[config.mk]
export PLATFORM = sky130hd
export DESIGN_NAME = usb_pipe_desc_irq_enable_set
export DESIGN_NICKNAME = d
export VERILOG_FILES = /design/src/irq_enable_bank.v /design/src/event_status.v /design/src/usb_pipe_desc_irq_enable_set.v
export VERILOG_INCLUDE_DIRS = /design/src
export SDC_FILE = /design/constraint.sdc
export NUM_CORES = 1
export LEC_CHECK = 0
export BUFFER_PORTS_ARGS = -buffer_cell sky130_fd_sc_hd__buf_2
export CORE_ASPECT_RATIO = 1.5
export CORE_MARGIN = 2
export CORE_UTILIZATION = 61
export CTS_CLUSTER_SIZE = 24
export DETAILED_ROUTE_END_ITERATION = 16
export HOLD_SLACK_MARGIN = 0.1
export PLACE_DENSITY = 0.85
export SYNTH_ARGS = -nofsm -noshare
export SYNTH_HDL_FRONTEND = slang
export SYNTH_SLANG_ARGS = --single-unit
[constraint.sdc]
create_clock -name CLK_SYS -period 2.7 [get_ports CLK_SYS]
set_clock_uncertainty 0.2 [all_clocks]
set_input_delay 0.135 -clock CLK_SYS [delete_from_list [all_inputs] [get_ports CLK_SYS]]
set_output_delay 0.135 -clock CLK_SYS [all_outputs]
set_load 0.02 [all_outputs]
[src/usb_regs_consts.vh]
`ifndef USB_REGS_CONSTS_VH
`define USB_REGS_CONSTS_VH
`define PIPE_BUF_ADDR_IDX     4'h0
`define PIPE_PKT_SIZE_IDX     4'h4
`define PIPE_EXT_TOKEN_IDX    4'h8
`define PIPE_BANK_STAT_IDX    4'ha
`define PIPE_CTRL_IDX         4'hc
`define PIPE_ERR_STAT_IDX     4'he
`define IRQ_EN_CLEAR_OFS      8'h14
`define IRQ_EN_SET_OFS        8'h18
`define IRQ_FLAG_OFS          8'h1c
`define IRQ_STATUS_OFS        8'h20
`define IRQ_MASK_OFS          8'h24
`define PROTECT_OFS           8'h28
`define PIPE_BASE_OFS         8'h40
`define IRQ_EN_RESET          16'h0000
`define IRQ_EN_VALID          16'h03bd
`define BIT_LPM_SUSP          9
`define BIT_LPM_NYET          8
`define BIT_RAM_ACC_ERR       7
`define UNMAPPED_DATA         32'h00000000
`endif

[src/irq_enable_bank.v]
`timescale 1ns/1ps
`include "usb_regs_consts.vh"
module irq_enable_bank (
  input  wire        clk,
  input  wire        rstn,
  input  wire        set_we,
  input  wire        clr_we,
  input  wire [15:0] wdata,
  input  wire [15:0] flags,
  output reg  [15:0] enable_reg,
  output wire        irq_req
);
  wire [15:0] enable_next;
  // One shared store seen through both set and clear views
  assign enable_next = set_we ? (enable_reg | (wdata & `IRQ_EN_VALID)) :
                       clr_we ? (enable_reg & ~wdata) : enable_reg;
  always @(posedge clk or negedge rstn) begin
    if (!rstn)
      enable_reg <= `IRQ_EN_RESET;
    else
      enable_reg <= enable_next;
  end
  assign irq_req = |(flags & enable_reg);
endmodule

[src/event_status.v]
`timescale 1ns/1ps
`include "usb_regs_consts.vh"
module event_status (
  input  wire        clk,
  input  wire        rstn,
  input  wire [15:0] events,
  input  wire        rd_clear,
  output reg  [15:0] status_reg
);
  // Set wins over the read clear so no event is lost
  always @(posedge clk or negedge rstn) begin
    if (!rstn)
      status_reg <= 16'h0000;
    else if (rd_clear)
      status_reg <= events;
    else
      status_reg <= status_reg | events;
  end
endmodule

[src/usb_pipe_desc_irq_enable_set.v]
// Decided for this implementation: the Avalon-MM slave port.
`timescale 1ns/1ps
`include "usb_regs_consts.vh"
// How it works
// - Writing zero to an enable set bit leaves that enable unchanged.
// - Writing one to bit 9 sets the link suspend interrupt enable.
// - Writing one to bit 8 sets the link not-yet interrupt enable.
// - Writing one to bit 7 sets the RAM access error enable.
// - Set and clear registers share one set of enable bits.
// - Reading an enable bit returns one when enabled, zero otherwise.
// - Enables reset to zero; protection blocks enable, mask and descriptor writes but not flag clears.
module usb_pipe_desc_irq_enable_set (
  input  wire        CLK_SYS,
  input  wire        RSTN,
  input  wire [7:0]  AVS_ADDRESS,
  input  wire        AVS_READ,
  input  wire        AVS_WRITE,
  input  wire [31:0] AVS_WRITEDATA,
  input  wire [3:0]  AVS_BYTEENABLE,
  output reg  [31:0] AVS_READDATA,
  output wire        AVS_WAITREQUEST,
  input  wire [15:0] SOURCE_FLAGS,
  input  wire        WRITE_PROTECT,
  output wire        USB_IRQ,
  output wire        EVENT_IRQ
);
  reg  [31:0] pipe_mem [0:5];
  reg  [15:0] flag_reg;
  reg  [15:0] mask_reg;
  reg         ack_reg;
  reg         wp_s1_reg;
  reg         wp_s2_reg;
  reg         wp_s3_reg;
  reg         wp_reg;
  wire [15:0] enable_reg;
  wire [15:0] status_reg;
  wire [15:0] flag_rise;
  wire        access;
  wire        wr_ok;
  wire        pipe_hit;
  wire [7:0]  pipe_ofs;
  wire [2:0]  pipe_idx;
  wire [31:0] bmask;
  wire        en_irq;
  integer     i;

  function [2:0] pipe_slot;
    input [7:0] a;
    begin
      case (a[3:0])
        `PIPE_BUF_ADDR_IDX:  pipe_slot = 3'h0;
        `PIPE_PKT_SIZE_IDX:  pipe_slot = 3'h1;
        `PIPE_EXT_TOKEN_IDX: pipe_slot = 3'h2;
        `PIPE_BANK_STAT_IDX: pipe_slot = 3'h3;
        `PIPE_CTRL_IDX:      pipe_slot = 3'h4;
        `PIPE_ERR_STAT_IDX:  pipe_slot = 3'h5;
        default:             pipe_slot = 3'h7;
      endcase
    end
  endfunction

  // Descriptor indices count words, so byte address is four times index
  assign pipe_ofs = AVS_ADDRESS - `PIPE_BASE_OFS;
  assign pipe_idx = pipe_slot({2'h0, pipe_ofs[7:2]});
  assign pipe_hit = (AVS_ADDRESS >= `PIPE_BASE_OFS) && (AVS_ADDRESS < 8'h80) &&
                    (AVS_ADDRESS[1:0] == 2'h0) && (pipe_idx != 3'h7);
  assign access   = (AVS_READ | AVS_WRITE) & ~ack_reg;
  // One wait cycle per access; answer at the second edge
  assign AVS_WAITREQUEST = (AVS_READ | AVS_WRITE) & ~ack_reg;
  assign wr_ok    = AVS_WRITE & ack_reg & ~wp_reg;
  assign bmask    = {{8{AVS_BYTEENABLE[3]}}, {8{AVS_BYTEENABLE[2]}},
                     {8{AVS_BYTEENABLE[1]}}, {8{AVS_BYTEENABLE[0]}}};

  // Protect level is from outside the clock domain
  always @(posedge CLK_SYS or negedge RSTN) begin
    if (!RSTN) begin
      wp_s1_reg <= 1'b0;
      wp_s2_reg <= 1'b0;
      wp_s3_reg <= 1'b0;
      wp_reg    <= 1'b0;
    end else begin
      wp_s1_reg <= WRITE_PROTECT;
      wp_s2_reg <= wp_s1_reg;
      wp_s3_reg <= wp_s2_reg;
      if (wp_s2_reg == wp_s3_reg)
        wp_reg <= wp_s3_reg;
    end
  end

  irq_enable_bank u_en (
    .clk        (CLK_SYS),
    .rstn       (RSTN),
    .set_we     (wr_ok && AVS_ADDRESS == `IRQ_EN_SET_OFS),
    .clr_we     (wr_ok && AVS_ADDRESS == `IRQ_EN_CLEAR_OFS),
    .wdata      (AVS_WRITEDATA[15:0] & bmask[15:0]),
    .flags      (flag_reg),
    .enable_reg (enable_reg),
    .irq_req    (en_irq)
  );
  assign USB_IRQ = en_irq;

  // Source flags are synchronous to CLK_SYS; flag bits are write-one-to-clear
  always @(posedge CLK_SYS or negedge RSTN) begin
    if (!RSTN)
      flag_reg <= 16'h0000;
    else if (AVS_WRITE && ack_reg && AVS_ADDRESS == `IRQ_FLAG_OFS)
      flag_reg <= (flag_reg & ~(AVS_WRITEDATA[15:0] & bmask[15:0])) | SOURCE_FLAGS;
    else
      flag_reg <= flag_reg | SOURCE_FLAGS;
  end

  assign flag_rise = SOURCE_FLAGS & ~flag_reg;
  event_status u_evt (
    .clk        (CLK_SYS),
    .rstn       (RSTN),
    .events     (flag_rise),
    // Clear on the edge that captures read data, so no event slips in between
    .rd_clear   (access && AVS_READ && AVS_ADDRESS == `IRQ_STATUS_OFS),
    .status_reg (status_reg)
  );
  assign EVENT_IRQ = |(status_reg & mask_reg);

  always @(posedge CLK_SYS or negedge RSTN) begin
    if (!RSTN) begin
      ack_reg      <= 1'b0;
      mask_reg     <= 16'h0000;
      AVS_READDATA <= 32'h00000000;
      for (i = 0; i < 6; i = i + 1)
        pipe_mem[i] <= 32'h00000000;
    end else begin
      ack_reg <= access;
      if (wr_ok && AVS_ADDRESS == `IRQ_MASK_OFS)
        mask_reg <= (mask_reg & ~bmask[15:0]) | (AVS_WRITEDATA[15:0] & bmask[15:0]);
      if (wr_ok && pipe_hit)
        pipe_mem[pipe_idx] <= (pipe_mem[pipe_idx] & ~bmask) | (AVS_WRITEDATA & bmask);
      if (access && AVS_READ) begin
        if (pipe_hit)
          AVS_READDATA <= pipe_mem[pipe_idx];
        else
          case (AVS_ADDRESS)
            `IRQ_EN_SET_OFS,
            `IRQ_EN_CLEAR_OFS: AVS_READDATA <= {16'h0000, enable_reg};
            `IRQ_FLAG_OFS:     AVS_READDATA <= {16'h0000, flag_reg};
            `IRQ_STATUS_OFS:   AVS_READDATA <= {16'h0000, status_reg};
            `IRQ_MASK_OFS:     AVS_READDATA <= {16'h0000, mask_reg};
            `PROTECT_OFS:      AVS_READDATA <= {31'h00000000, wp_reg};
            default:           AVS_READDATA <= `UNMAPPED_DATA;
          endcase
      end
    end
  end
endmodule

==> key figures <==
Run status
  • Status: complete, no violations

CTS
  • CTS H-tree depth: 1
  • Clock sink count: 293
  • Clock buffer depth: 3
  • Clock root buffer master: clkbuf_16
  • Worst-skew pair later-pin latency: 0.55 ns
  • Worst-path clk slew: 0.07 ns
  • CTS tree: built
  • TritonCTS Buffers: 27

Global routing
  • Global-route wire length before repair: 68160 µm
  • Largest net degree at the start of global routing: 104
  • Vias in the first global route: 12890
  • Initial antenna violation count: 0
  • All-Layer GR Usage: 35.73%
  • Gr ovfl total: 0

Min path
  • Min-Delay Path Class: primary input to flop
  • HP Start: AVS_ADDRESS[1]

Route
  • Total number of vias: 12430
  • 1st-iter DRT viols: 1307
  • Initial DRT Pass Iterations: 6
  • WL final: 42510 µm
  • Post-DR vias/cell: 6.658
  • Post-route ant nets: 0
  • Drc violations: 0
  • WL per Instance: 22.77 µm

Setup path
  • Critical-path top delay cell: or4b_2
  • WS Path Type: primary input to flop
  • Crit path DAT: 2.85 ns
  • Critical Path, Cell by Cell: buf_2, dlygate4sd3_1, or4b_2, dlygate4sd3_1, nor4_1, a21oi_1, o221ai_1
  • Reg2Reg Launch Point: wp_reg$_DFFE_PN0N_
  • Flop2flop setup slack: 0.23 ns
  • CP startpoint kind: primary input
  • Crit-path max FO: 4
  • Most used cell, CP: dlygate4sd3_1
  • CP peak stage delay: 0.75 ns
  • Critical Path RT: 2.95 ns
  • Reg2Reg Depth: 7
  • Critical Path End: AVS_READDATA[12]$_DFFE_PN0P_
  • Critical Path Start: AVS_ADDRESS[0]
  • CP endpoint kind: flop

Yosys
  • Leading area contributor after synthesis: dfrtp_1
  • Most frequent cells after synthesis: 293 x dfrtp_1, 201 x nand2_1, 172 x o21ai_0
  • Asr flop ratio synth: 100.0%
  • Synthesized flop and latch total: 293
  • Most frequent cell after synthesis: dfrtp_1
  • Post-synth top flop: dfrtp_1
  • Post-synth net total: 1451
  • Avg Inst Size Synth: 10.11 µm²
  • Largest cells by area after synthesis: dfrtp_1 52%, mux2i_1 6.9%, o21ai_0 6.1%
  • Post-synth EDFFs: 0
  • Sequential-to-total area share from yosys stat: 52.33%
  • Ys Warns: 0
  • Synthesized area: 14010 µm²
  • Cells after Synth: 1386
  • Synth cell types: 68
  • Synth top area share: 52.33%

Die
  • Die width: 127.7 µm
  • FP Rows: 67
  • Core area: 22470 µm²
  • Initial Util: 62.36%
  • Io pins: 100
  • Die Ht: 189.6 µm
  • Die Area: 24220 µm²

Placement
  • Post-Place Cell Area: 15020 µm²
  • Pre-CTS setup slack: 0.3198 ns
  • GP Congestion: 0.9361
  • I/O Buffers: 99
  • DP HPWL: 25650 µm

Power
  • P_leak: 7.614 nW
  • Worst VDD drop: 0.4680 mV
  • Power density over the cells: 545.7 nW/µm²

Timing
  • RSZ-0062 raised after global routing: false
  • Fin. max-slew vios: 0
  • Final setup fails: 0
  • Slew headroom: 51.90%
  • PnR worst setup slack: 0.09494 ns
  • Final min period: 2.605 ns
  • Worst Max-Slew Pin Slew: 0.7215 ns
  • Period utilization: 96.48%
  • Worst Hold Slack: 0.1317 ns
  • Hold Vio Cnt, Final: 0
  • TNS Setup: 0 ns
  • Max Freq: 383.9 MHz

Final layout
  • Biggest registers after layout: pipe_mem x192, AVS_READDATA x32
  • Largest register FFs: 192
  • FILL cells: 1443
  • Layout cell share with drive strength beyond 1: 16.49%
  • Biggest register: pipe_mem
  • Area grow syn2layout: 20.16%
  • Post-route cell area: 16830 µm²
  • Nets: 1637

Flow run
  • Max Cap Violations: 0
==> routing by layer <==
layer  vias to the layer above  GRT usage [%]  part of all wire (%)
met5                         -              0                     0
met4                         0          22.99                   6.6
met3                       219          6.862                   8.5
met2                       766          59.30                    49
met1                      6091          42.48                    36
li1                       5355              -                     -
==> cell usage in the layout, fill, tap and decap left out, drive strengths merged, types with 11 or more instances in the layout <==
cell type    Yosys  layout
a21oi           13      13
a22o            24      24
a22oi           16      16
a31oi           24      24
buf             39     160
clkbuf          57      39
dfrtp          293     293
dlygate4sd3      0      93
inv             23      24
mux2            40      40
mux2i           97      97
nand2          201     201
nand2b          47      47
nand3           22      22
nand4           11      11
nor2            80      80
o21ai          207     207
o221ai          16      16
o22a            15      15
o22ai           25      25
o31ai           31      31
==> kinds of logic after synthesis <==
| logic type | count (synthesis) | synth area share, % |
|---|---|---|
| AOI/OAI and AO/OA | 418 | 19.55 |
| xor gates and xnor gates | 2 | 0.1786 |
| adders and majority gates | 1 | 0.07144 |
| buffers and inverters | 121 | 3.661 |
| DFF | 293 | 52.33 |
| muxes | 137 | 10.14 |
| and+or+nand+nor | 414 | 14.06 |
==> worst max-delay path: cells and delay by family <==
kind	cells	cell delay (ns)
buffers and inverters	3	1.43
AO/OA/AOI/OAI	2	0.15
AND/OR/NAND/NOR	2	1.13
==> worst min path at each step <==
stage / endpoint / slack [ns] / cells after the start
global placement: AVS_READDATA[17]$_DFFE_PN0P_ / -0.26 / 1
CTS: pipe_mem[98]$_DFFE_PN0P_ / 0.10 / 4
global route: u_en.enable_reg[6]$_DFFE_PN0P_ / 0.15 / 6
finish: u_en.enable_reg[6]$_DFFE_PN0P_ / 0.13 / 6
floorplan: AVS_READDATA[0]$_DFFE_PN0P_ / -0.36 / 0
detailed placement: AVS_READDATA[17]$_DFFE_PN0P_ / -0.26 / 1
==> power breakdown <==
part / switching [W] / internal (W) / total, W
combinational: 0.000484 / 0.000313 / 0.000798
sequential: 0.0000673 / 0.00447 / 0.00453
clock: 0.00165 / 0.00221 / 0.00386
total: 0.00220 / 0.00699 / 0.00919
==> area by class of cell <==
type / instances / area (µm²) / share of cell area, %
tap: 276 / 345.3 / 2.051
timing repair buffer: 253 / 2022 / 12.01
sequential: 293 / 7332 / 43.55
multi-input combinational: 972 / 6172 / 36.66
clock inverter: 7 / 113.9 / 0.6763
inverter: 25 / 93.84 / 0.5574
antenna: 2 / 5.005 / 0.02973
clock buffer: 39 / 750.7 / 4.459
==> repair_timing <==
| item | 4_1_cts | 5_1_grt |
|---|---|---|
| endpoints found under the setup margin | 0 | 4 |
| setup buffers | 0 | 1 |
| hold buffers | 93 | 0 |
| endpoints found under the hold margin | 550 | 0 |
| gates resized for setup | 0 | 1 |
==> metrics by stage <==
stage                     total power [W]  instances  utilization [%]
after global placement           0.005268       1725            66.87
after detailed placement         0.005286       1725            66.87
after CTS                        0.009166       1864            74.86
after global routing             0.009431       1865            74.91
after floorplan                  0.004962       1386                -
final                            0.009187       1867            74.93
Power figures use the tool's default switching activity.
